File: src/rtl/timer_irq_cfg.svh
// register offsets, field positions and reset values of the interrupt register bank
`ifndef TIMER_IRQ_CFG_SVH
`define TIMER_IRQ_CFG_SVH
`define IRQ_ENABLE_CLEAR_OFS      8'h24
`define IRQ_ENABLE_SET_OFS        8'h28
`define IRQ_FLAG_STATUS_CLEAR_OFS 8'h2c
`define IRQ_REG_RESET             32'h00000000
`define IRQ_IMPL_MASK             32'h000ff80f
`define IRQ_BIT_WRAP              0
`define IRQ_BIT_RETRIGGER         1
`define IRQ_BIT_COUNTER_EVENT     2
`define IRQ_BIT_ERROR             3
`define IRQ_BIT_DEBUG_FAULT_STATE 11
`define IRQ_BIT_SOFT_FAULT_A      12
`define IRQ_BIT_SOFT_FAULT_B      13
`define IRQ_BIT_HARD_FAULT_LO     14
`define IRQ_BIT_MATCH_CAPTURE_LO  16
`define AXI_RESP_OKAY             2'b00
`define AXI_RESP_SLVERR           2'b10
`endif

File: src/rtl/timer_irq_pkg.sv
// types shared by the interrupt register bank
package timer_irq_pkg;
  typedef logic [31:0] word_t;
  typedef enum logic [1:0] {
    REG_ENABLE_CLEAR,
    REG_ENABLE_SET,
    REG_FLAG,
    REG_NONE
  } reg_sel_e;
endpackage

File: src/rtl/timer_irq_enable_flag_regs.sv
// interrupt enable set/clear and flag registers of the control timer, AXI4-Lite slave
//
// Chosen here: the AXI4-Lite interface to the registers.
`timescale 1ns/1ps
`include "timer_irq_cfg.svh"

module timer_irq_enable_flag_regs #(
  parameter int CHANNELS = 4
) (
  input  wire logic                ref_clk_in,
  input  wire logic                rst_n_in,
  input  wire logic [7:0]          s_axi_awaddr_in,
  input  wire logic                s_axi_awvalid_in,
  output logic                     s_axi_awready_out,
  input  wire logic [31:0]         s_axi_wdata_in,
  input  wire logic [3:0]          s_axi_wstrb_in,
  input  wire logic                s_axi_wvalid_in,
  output logic                     s_axi_wready_out,
  output logic [1:0]               s_axi_bresp_out,
  output logic                     s_axi_bvalid_out,
  input  wire logic                s_axi_bready_in,
  input  wire logic [7:0]          s_axi_araddr_in,
  input  wire logic                s_axi_arvalid_in,
  output logic                     s_axi_arready_out,
  output logic [31:0]              s_axi_rdata_out,
  output logic [1:0]               s_axi_rresp_out,
  output logic                     s_axi_rvalid_out,
  input  wire logic                s_axi_rready_in,
  input  wire logic [CHANNELS-1:0] match_capture_chan_evt_in,
  input  wire logic [CHANNELS-1:0] capture_mode_in,
  input  wire logic [CHANNELS-1:0] compare_capture_value_rd_in,
  input  wire logic [1:0]          hard_fault_evt_in,
  input  wire logic                soft_fault_b_evt_in,
  input  wire logic                soft_fault_a_evt_in,
  input  wire logic                debug_fault_state_evt_in,
  input  wire logic                counter_event_evt_in,
  input  wire logic                retrigger_evt_in,
  input  wire logic                wrap_evt_in,
  output logic                     irq_out
);

  function automatic timer_irq_pkg::reg_sel_e decode(input logic [7:0] addr);
    case (addr)
      `IRQ_ENABLE_CLEAR_OFS:      decode = timer_irq_pkg::REG_ENABLE_CLEAR;
      `IRQ_ENABLE_SET_OFS:        decode = timer_irq_pkg::REG_ENABLE_SET;
      `IRQ_FLAG_STATUS_CLEAR_OFS: decode = timer_irq_pkg::REG_FLAG;
      default:                    decode = timer_irq_pkg::REG_NONE;
    endcase
  endfunction

  function automatic timer_irq_pkg::word_t lane_mask(input logic [3:0] strb);
    lane_mask = {{8{strb[3]}}, {8{strb[2]}}, {8{strb[1]}}, {8{strb[0]}}};
  endfunction

  // write channel capture: address and data are taken in either order
  logic                 aw_held_ff;
  logic [7:0]           aw_addr_ff;
  logic                 w_held_ff;
  timer_irq_pkg::word_t w_data_ff;
  logic [3:0]           w_strb_ff;
  logic                 bvalid_ff;
  logic [1:0]           bresp_ff;
  logic                 rvalid_ff;
  logic [1:0]           rresp_ff;
  timer_irq_pkg::word_t rdata_ff;
  timer_irq_pkg::word_t enable_ff;
  timer_irq_pkg::word_t flag_ff;
  logic                 irq_ff;

  logic                     wr_fire;
  timer_irq_pkg::reg_sel_e  wr_sel;
  timer_irq_pkg::word_t     wr_ones;
  timer_irq_pkg::reg_sel_e  rd_sel;
  timer_irq_pkg::word_t     nxt_enable;
  timer_irq_pkg::word_t     nxt_flag;
  timer_irq_pkg::word_t     evt_vec;
  timer_irq_pkg::word_t     auto_clr;
  logic                     nxt_irq;
  timer_irq_pkg::word_t     flag_drop;

  assign s_axi_awready_out = !aw_held_ff && !bvalid_ff;
  assign s_axi_wready_out  = !w_held_ff && !bvalid_ff;
  assign s_axi_arready_out = !rvalid_ff;
  assign wr_fire           = aw_held_ff && w_held_ff && !bvalid_ff;
  assign wr_sel            = decode(aw_addr_ff);
  // strobe lanes gate which ones act; unimplemented bits never stick
  assign wr_ones           = w_data_ff & lane_mask(w_strb_ff) & `IRQ_IMPL_MASK;
  assign rd_sel            = decode(s_axi_araddr_in);

  always_ff @(posedge ref_clk_in) begin
    if (!rst_n_in) begin
      aw_held_ff <= 1'b0;
      aw_addr_ff <= 8'h00;
    end else if (s_axi_awvalid_in && s_axi_awready_out) begin
      aw_held_ff <= 1'b1;
      aw_addr_ff <= s_axi_awaddr_in;
    end else if (wr_fire) begin
      aw_held_ff <= 1'b0;
    end
  end

  always_ff @(posedge ref_clk_in) begin
    if (!rst_n_in) begin
      w_held_ff <= 1'b0;
      w_data_ff <= `IRQ_REG_RESET;
      w_strb_ff <= 4'h0;
    end else if (s_axi_wvalid_in && s_axi_wready_out) begin
      w_held_ff <= 1'b1;
      w_data_ff <= s_axi_wdata_in;
      w_strb_ff <= s_axi_wstrb_in;
    end else if (wr_fire) begin
      w_held_ff <= 1'b0;
    end
  end

  always_ff @(posedge ref_clk_in) begin
    if (!rst_n_in) begin
      bvalid_ff <= 1'b0;
      bresp_ff  <= `AXI_RESP_OKAY;
    end else if (wr_fire) begin
      bvalid_ff <= 1'b1;
      bresp_ff  <= (wr_sel == timer_irq_pkg::REG_NONE) ? `AXI_RESP_SLVERR : `AXI_RESP_OKAY;
    end else if (s_axi_bready_in) begin
      bvalid_ff <= 1'b0;
    end
  end

  // both enable registers return the one shared enable store
  always_ff @(posedge ref_clk_in) begin
    if (!rst_n_in) begin
      rvalid_ff <= 1'b0;
      rresp_ff  <= `AXI_RESP_OKAY;
      rdata_ff  <= `IRQ_REG_RESET;
    end else if (s_axi_arvalid_in && s_axi_arready_out) begin
      rvalid_ff <= 1'b1;
      rresp_ff  <= `AXI_RESP_OKAY;
      case (rd_sel)
        timer_irq_pkg::REG_ENABLE_CLEAR: rdata_ff <= enable_ff;
        timer_irq_pkg::REG_ENABLE_SET:   rdata_ff <= enable_ff;
        timer_irq_pkg::REG_FLAG:         rdata_ff <= flag_ff;
        default: begin
          rdata_ff <= `IRQ_REG_RESET;
          rresp_ff <= `AXI_RESP_SLVERR;
        end
      endcase
    end else if (s_axi_rready_in) begin
      rvalid_ff <= 1'b0;
    end
  end

  assign s_axi_bvalid_out = bvalid_ff;
  assign s_axi_bresp_out  = bresp_ff;
  assign s_axi_rvalid_out = rvalid_ff;
  assign s_axi_rresp_out  = rresp_ff;
  assign s_axi_rdata_out  = rdata_ff;

  // write-one-set / write-one-clear on one store; zero bits keep state
  always_comb begin
    nxt_enable = enable_ff;
    if (wr_fire && wr_sel == timer_irq_pkg::REG_ENABLE_SET) begin
      nxt_enable = enable_ff | wr_ones;
    end else if (wr_fire && wr_sel == timer_irq_pkg::REG_ENABLE_CLEAR) begin
      nxt_enable = enable_ff & ~wr_ones;
    end
  end

  always_ff @(posedge ref_clk_in) begin
    if (!rst_n_in) begin
      enable_ff <= `IRQ_REG_RESET;
    end else begin
      enable_ff <= nxt_enable;
    end
  end

  // events come from logic on this clock; no synchroniser needed
  always_comb begin
    evt_vec = `IRQ_REG_RESET;
    auto_clr = `IRQ_REG_RESET;
    evt_vec[`IRQ_BIT_MATCH_CAPTURE_LO +: CHANNELS] = match_capture_chan_evt_in;
    evt_vec[`IRQ_BIT_HARD_FAULT_LO +: 2] = hard_fault_evt_in;
    evt_vec[`IRQ_BIT_SOFT_FAULT_B]       = soft_fault_b_evt_in;
    evt_vec[`IRQ_BIT_SOFT_FAULT_A]       = soft_fault_a_evt_in;
    evt_vec[`IRQ_BIT_DEBUG_FAULT_STATE]  = debug_fault_state_evt_in;
    evt_vec[`IRQ_BIT_COUNTER_EVENT]      = counter_event_evt_in;
    evt_vec[`IRQ_BIT_RETRIGGER]          = retrigger_evt_in;
    evt_vec[`IRQ_BIT_WRAP]               = wrap_evt_in;
    // a capture onto a still-pending channel has nowhere to go
    evt_vec[`IRQ_BIT_ERROR] = |(match_capture_chan_evt_in & capture_mode_in
                                & flag_ff[`IRQ_BIT_MATCH_CAPTURE_LO +: CHANNELS]);
    auto_clr[`IRQ_BIT_MATCH_CAPTURE_LO +: CHANNELS] =
      capture_mode_in & compare_capture_value_rd_in;
    nxt_flag = flag_ff;
    if (wr_fire && wr_sel == timer_irq_pkg::REG_FLAG) begin
      nxt_flag = nxt_flag & ~wr_ones;
    end
    // set wins over any clear in the same cycle
    nxt_flag = ((nxt_flag & ~auto_clr) | evt_vec) & `IRQ_IMPL_MASK;
  end

  always_ff @(posedge ref_clk_in) begin
    if (!rst_n_in) begin
      flag_ff <= `IRQ_REG_RESET;
    end else begin
      flag_ff <= nxt_flag;
    end
  end

  assign nxt_irq = |(flag_ff & enable_ff);

  // what may lower a flag this cycle: a write-one-clear or a capture read
  assign flag_drop = auto_clr
                   | ((wr_fire && wr_sel == timer_irq_pkg::REG_FLAG) ? wr_ones : `IRQ_REG_RESET);

  // registered so the request is glitch free
  always_ff @(posedge ref_clk_in) begin
    if (!rst_n_in) begin
      irq_ff <= 1'b0;
    end else begin
      irq_ff <= nxt_irq;
    end
  end

  assign irq_out = irq_ff;

  property p_set_enables;
    @(posedge ref_clk_in) disable iff (!rst_n_in)
    (wr_fire && wr_sel == timer_irq_pkg::REG_ENABLE_SET) |=> ((enable_ff & $past(wr_ones)) == $past(wr_ones));
  endproperty
  a_set_enables: assert property (p_set_enables) else $error("set write missed an enable");

  property p_clear_disables;
    @(posedge ref_clk_in) disable iff (!rst_n_in)
    (wr_fire && wr_sel == timer_irq_pkg::REG_ENABLE_CLEAR) |=> ((enable_ff & $past(wr_ones)) == 32'h00000000);
  endproperty
  a_clear_disables: assert property (p_clear_disables) else $error("clear write left an enable");

  property p_zero_keeps;
    @(posedge ref_clk_in) disable iff (!rst_n_in)
    (wr_fire && wr_sel != timer_irq_pkg::REG_NONE && wr_sel != timer_irq_pkg::REG_FLAG)
      |=> ((enable_ff & ~$past(wr_ones)) == ($past(enable_ff) & ~$past(wr_ones)));
  endproperty
  a_zero_keeps: assert property (p_zero_keeps) else $error("zero bit changed an enable");

  property p_enable_read;
    @(posedge ref_clk_in) disable iff (!rst_n_in)
    (s_axi_arvalid_in && s_axi_arready_out && rd_sel == timer_irq_pkg::REG_ENABLE_SET)
      |=> (s_axi_rvalid_out && s_axi_rdata_out == $past(enable_ff));
  endproperty
  a_enable_read: assert property (p_enable_read) else $error("enable read data wrong");

  property p_event_sets_flag;
    @(posedge ref_clk_in) disable iff (!rst_n_in)
    wrap_evt_in |=> flag_ff[`IRQ_BIT_WRAP];
  endproperty
  a_event_sets_flag: assert property (p_event_sets_flag) else $error("wrap flag not set");

  property p_error_flag;
    @(posedge ref_clk_in) disable iff (!rst_n_in)
    (|(match_capture_chan_evt_in & capture_mode_in
       & flag_ff[`IRQ_BIT_MATCH_CAPTURE_LO +: CHANNELS])) |=> flag_ff[`IRQ_BIT_ERROR];
  endproperty
  a_error_flag: assert property (p_error_flag) else $error("error flag not set");

  property p_read_clears;
    @(posedge ref_clk_in) disable iff (!rst_n_in)
    (capture_mode_in[0] && compare_capture_value_rd_in[0] && !match_capture_chan_evt_in[0])
      |=> !flag_ff[16];
  endproperty
  a_read_clears: assert property (p_read_clears) else $error("channel flag not cleared");

  property p_irq;
    @(posedge ref_clk_in) disable iff (!rst_n_in)
    ##1 (irq_out == $past(|(flag_ff & enable_ff)));
  endproperty
  a_irq: assert property (p_irq) else $error("irq does not follow flag and enable");

  property p_reset_zero;
    @(posedge ref_clk_in)
    !rst_n_in |=> (enable_ff == 32'h00000000 && flag_ff == 32'h00000000);
  endproperty
  a_reset_zero: assert property (p_reset_zero) else $error("registers not zero after reset");

  // both read paths must show the live store they name
  property p_clear_read;
    @(posedge ref_clk_in) disable iff (!rst_n_in)
    (s_axi_arvalid_in && s_axi_arready_out && rd_sel == timer_irq_pkg::REG_ENABLE_CLEAR)
      |=> (s_axi_rvalid_out && s_axi_rdata_out == $past(enable_ff));
  endproperty
  a_clear_read: assert property (p_clear_read) else $error("clear read data wrong");

  property p_flag_read;
    @(posedge ref_clk_in) disable iff (!rst_n_in)
    (s_axi_arvalid_in && s_axi_arready_out && rd_sel == timer_irq_pkg::REG_FLAG)
      |=> (s_axi_rvalid_out && s_axi_rdata_out == $past(flag_ff));
  endproperty
  a_flag_read: assert property (p_flag_read) else $error("flag read data wrong");

  property p_enable_hold;
    @(posedge ref_clk_in) disable iff (!rst_n_in)
    !(wr_fire && (wr_sel == timer_irq_pkg::REG_ENABLE_SET
                  || wr_sel == timer_irq_pkg::REG_ENABLE_CLEAR)) |=> $stable(enable_ff);
  endproperty
  a_enable_hold: assert property (p_enable_hold) else $error("enable moved unasked");

  property p_counter_bit;
    @(posedge ref_clk_in) disable iff (!rst_n_in)
    (wr_fire && wr_sel == timer_irq_pkg::REG_ENABLE_SET && wr_ones[`IRQ_BIT_COUNTER_EVENT]
      && !wr_ones[`IRQ_BIT_RETRIGGER])
      |=> (enable_ff[`IRQ_BIT_COUNTER_EVENT] && $stable(enable_ff[`IRQ_BIT_RETRIGGER]));
  endproperty
  a_counter_bit: assert property (p_counter_bit) else $error("counter enable misset");

  property p_flag_clears;
    @(posedge ref_clk_in) disable iff (!rst_n_in)
    (wr_fire && wr_sel == timer_irq_pkg::REG_FLAG)
      |=> ((flag_ff & $past(wr_ones) & ~$past(evt_vec)) == 32'h00000000);
  endproperty
  a_flag_clears: assert property (p_flag_clears) else $error("write one left a flag");

  property p_flag_sticky;
    @(posedge ref_clk_in) disable iff (!rst_n_in)
    ##1 (($past(flag_ff) & ~$past(flag_drop) & ~flag_ff) == 32'h00000000);
  endproperty
  a_flag_sticky: assert property (p_flag_sticky) else $error("flag fell by itself");

  property p_events_set;
    @(posedge ref_clk_in) disable iff (!rst_n_in)
    (evt_vec != 32'h00000000) |=> ((flag_ff & $past(evt_vec)) == $past(evt_vec));
  endproperty
  a_events_set: assert property (p_events_set) else $error("event did not raise its flag");

  property p_error_cause;
    @(posedge ref_clk_in) disable iff (!rst_n_in)
    (!flag_ff[`IRQ_BIT_ERROR] ##1 flag_ff[`IRQ_BIT_ERROR])
      |-> $past(|(match_capture_chan_evt_in & capture_mode_in
                  & flag_ff[`IRQ_BIT_MATCH_CAPTURE_LO +: CHANNELS]));
  endproperty
  a_error_cause: assert property (p_error_cause) else $error("error flag without a clash");

  property p_read_clears_all;
    @(posedge ref_clk_in) disable iff (!rst_n_in)
    (auto_clr != 32'h00000000)
      |=> ((flag_ff & $past(auto_clr) & ~$past(evt_vec)) == 32'h00000000);
  endproperty
  a_read_clears_all: assert property (p_read_clears_all) else $error("read left a flag");

  // scenarios the bench is expected to reach
  c_write_set: cover property (@(posedge ref_clk_in) disable iff (!rst_n_in)
    wr_fire && wr_sel == timer_irq_pkg::REG_ENABLE_SET);
  c_flag_clear: cover property (@(posedge ref_clk_in) disable iff (!rst_n_in)
    wr_fire && wr_sel == timer_irq_pkg::REG_FLAG);
  c_irq_rise: cover property (@(posedge ref_clk_in) disable iff (!rst_n_in) $rose(irq_out));
  c_error: cover property (@(posedge ref_clk_in) disable iff (!rst_n_in)
    $rose(flag_ff[`IRQ_BIT_ERROR]));
  c_read_clear: cover property (@(posedge ref_clk_in) disable iff (!rst_n_in)
    |(capture_mode_in & compare_capture_value_rd_in));

endmodule

File: config.mk
export PLATFORM = sky130hd
export DESIGN_NAME = timer_irq_enable_flag_regs
export DESIGN_NICKNAME = d
export VERILOG_FILES = /design/src/rtl/timer_irq_pkg.sv /design/src/rtl/timer_irq_enable_flag_regs.sv
export VERILOG_INCLUDE_DIRS = /design/src /design/src/rtl
export SDC_FILE = /design/constraint.sdc
export NUM_CORES = 1
export LEC_CHECK = 0
export BUFFER_PORTS_ARGS = -buffer_cell sky130_fd_sc_hd__buf_2
export CORE_ASPECT_RATIO = 0.6
export CORE_MARGIN = 10
export CORE_UTILIZATION = 30
export CTS_CLUSTER_SIZE = 40
export DETAILED_ROUTE_END_ITERATION = 16
export PLACE_DENSITY = 0.61
export SYNTH_ARGS = -nofsm -noshare
export SYNTH_HDL_FRONTEND = slang
export SYNTH_SLANG_ARGS = --single-unit
File: constraint.sdc
create_clock -name ref_clk_in -period 2.6 [get_ports ref_clk_in]
set_clock_uncertainty 0.2 [all_clocks]
set_input_delay 0.52 -clock ref_clk_in [delete_from_list [all_inputs] [get_ports ref_clk_in]]
set_output_delay 0.52 -clock ref_clk_in [all_outputs]
set_load 0.02 [all_outputs]
==> impl_metrics.py <==
metrics = {
    "clock_tree": {
        "clk_latency_ns": 0.34,
        "cts-resized-gates": 0,
        "holdBufCountCts": 0,
        "cts_setup_buffers": 0,
        "cts_max_path_buffers": 2,
        "clkSinkCount": 70,
        "clock-root-buffer": "clkbuf_16",
        "cts_tree": "done",
        "cts_inserted_buffers": 9,
        "htree_levels": 3,
        "clk_pin_slew_ns": 0.06,
    },
    "die": {
        "die-area_um2": 16020,
        "die_w_um": 156.9,
        "core_um2": 10780,
        "io_pins": 121,
        "die_height_um": 102.1,
        "rows": 29,
        "start_util_pct": 31.30,
    },
    "synth": {
        "yosysSeqAreaShare_pct": 41.54,
        "ys_types": 36,
        "syn-cell-area_um2": 3373,
        "ys_seq_elements": 70,
        "syn-instance-count": 399,
        "ys_warn_count": 0,
        "avgSynthCellArea_um2": 8.454,
    },
    "sta": {
        "worst_slack_ns": 0.4072,
        "hold_viol": 0,
        "min_period_ns": 2.193,
        "worst_slew_pin_slew_ns": 0.9572,
        "timing.hold.ws_ns": 0.1843,
        "fmax_ghz": 0.4560,
        "setup-violations-final": 0,
        "min_period_over_period_pct": 84.34,
        "rsz0062_at_grt": "no",
        "relSlewSlack_pct": 36.10,
        "finalMaxSlewViolations": 0,
        "setup-tns-final_ns": 0,
    },
    "global_routing": {
        "track_usage_pct": 11.93,
        "grt_first_pass_wirelength_mm": 15.37,
        "grt_pass1_vias": 2987,
        "grt_overflow": 0,
        "grt_max_degree": 46,
        "grt_antenna_before_repair": 2,
    },
    "routing": {
        "routed_wl_mm": 9.461,
        "routedWlPerCell_um": 15.66,
        "first_iter_violations": 236,
        "drtAntennaViolNets": 0,
        "drc": 0,
        "vias": 3030,
        "firstDrtPassIters": 4,
        "viasPerCell": 5.017,
    },
    "place": {
        "gp_congestion": 0.7795,
        "numPortBuffers": 79,
        "dp_hpwl_mm": 7.148,
        "pre_cts_slack_ns": 0.4417,
        "place_area_um2": 3785,
    },
    "pwr": {
        "power.density_nw_per_um2": 690.6,
        "totalPowerFinal_uw": 2847,
        "power_leakage_uw": 0.001571,
        "ir_drop_v": 0.0003441,
    },
    "layout": {
        "n_fill_cell": 1136,
        "fin_nets": 538,
        "design_area_um2": 4123,
        "final_cell_mix": "nand2_1 (84), buf_2 (79), dfxtp_1 (70)",
        "drive_gt1_share_pct": 23.06,
        "final_common_cell": "nand2_1",
        "area_delta_synth_final_pct": 22.22,
    },
    "worst_setup_path": {
        "end_kind": "flop",
        "path_delay_family": "simple AND/OR/NAND/NOR gates",
        "cpMostUsedCell": "or4_4",
        "cp-start-kind": "flop",
        "crit-reg2reg-launch": "aw_addr_ff[6]",
        "critPathBufInv": 0,
        "critPathMaxFanout": 28,
        "crit_slowest_cell": "or4_4",
        "startpoint": "aw_addr_ff[6]",
        "crit_type": "reg -> reg",
        "arrival_ns": 2.25,
        "cp.required_ns": 2.65,
        "critical_path.max_stage_delay_ns": 0.71,
        "crit_chain": "or4_4 -> or4_4 -> o22ai_1",
    },
    "flow_run": {
        "drv_cap": 0,
    },
    "hold_path": {
        "hp-class": "in -> reg",
        "hold_start": "retrigger_evt_in",
    },
    "run_status": {
        "status": "completed",
    },
}
cells by family (layout without fill, tap and decap cells):
logic type,Yosys count,count (layout),synth area share [%]
compound gates,69,69,14.65
buf+inv,59,104,9.384
flops,70,70,41.54
mux,21,21,6.231
other cells,1,22,0.1112
simple gates,179,179,28.08
metrics by stage:
step                      util [%]  std cells
after floorplan                  -        419
after global routing         38.26        604
after global placement       35.12        587
after detailed placement     35.12        587
after CTS                    38.23        603
final                        38.26        604
synth_stat cells, drive strengths merged:
master	instances	share of area (%)
nor4bb	1	0.30
nand4	14	2.6
nor2b	12	2.2
or3b	1	0.26
nor3b	2	0.44
nand4b	13	3.4
clkbuf	31	3.4
a21oi	2	0.30
a222oi	1	0.30
a21boi	17	3.8
and3	1	0.19
conb	1	0.11
o2bb2ai	14	3.6
o21a	1	0.22
a22oi	5	1.1
o211a	2	0.59
nand3	10	1.5
o21ai	12	1.8
buf	27	5.8
nand2	84	9.3
mux2i	21	6.2
and3b	1	0.26
inv	1	0.11
nand2b	4	0.74
nor2	4	0.44
nor4	26	4.8
or4	3	0.89
o22ai	13	2.4
nor4b	1	0.26
o2111ai	2	0.52
dfxtp	70	42
nand3b	2	0.44
worst min-delay path, cell delays in order:
cell	delay, ns
buf_2	0.07
nand2_1	0.03
o21ai_0	0.05
area by class of cell:
cell class | count | area, um2 | area share, %
Multi-Input combinational cell | 290 | 1750 | 42.46
Clock inverter | 3 | 65.06 | 1.578
Tap cell | 139 | 173.9 | 4.219
Sequential cell | 70 | 1401 | 33.99
Clock buffer | 13 | 270.3 | 6.555
Antenna cell | 1 | 2.502 | 0.06070
Timing Repair Buffer | 87 | 455.4 | 11.05
Inverter | 1 | 3.754 | 0.09105
report_power, final:
part           switching [uW]  leakage [uW]  internal [uW]
registers                70.3      0.000573           1130
clock network             446      0.000166            917
logic                     178      0.000832            111
total                     694       0.00157           2150
routing by layer:
metal  GRT usage (%)  share of wire [%]  vias up
li1                -                  -     1527
met1           15.41                 46     1398
met2           17.63                 43       93
met3           5.621                 10       10
met4           2.816               0.64        2
met5               0               0.14        -
final timing paths:
kind,endpoint,slack [ns],cells past startpoint
hold reg to reg,s_axi_rdata_out[1],0.26,1
setup / recovery,flop,0.41,3
hold / removal,flag_ff[1],0.18,3
setup reg to reg,flop,0.41,3
(Power assumes the default switching activity.)
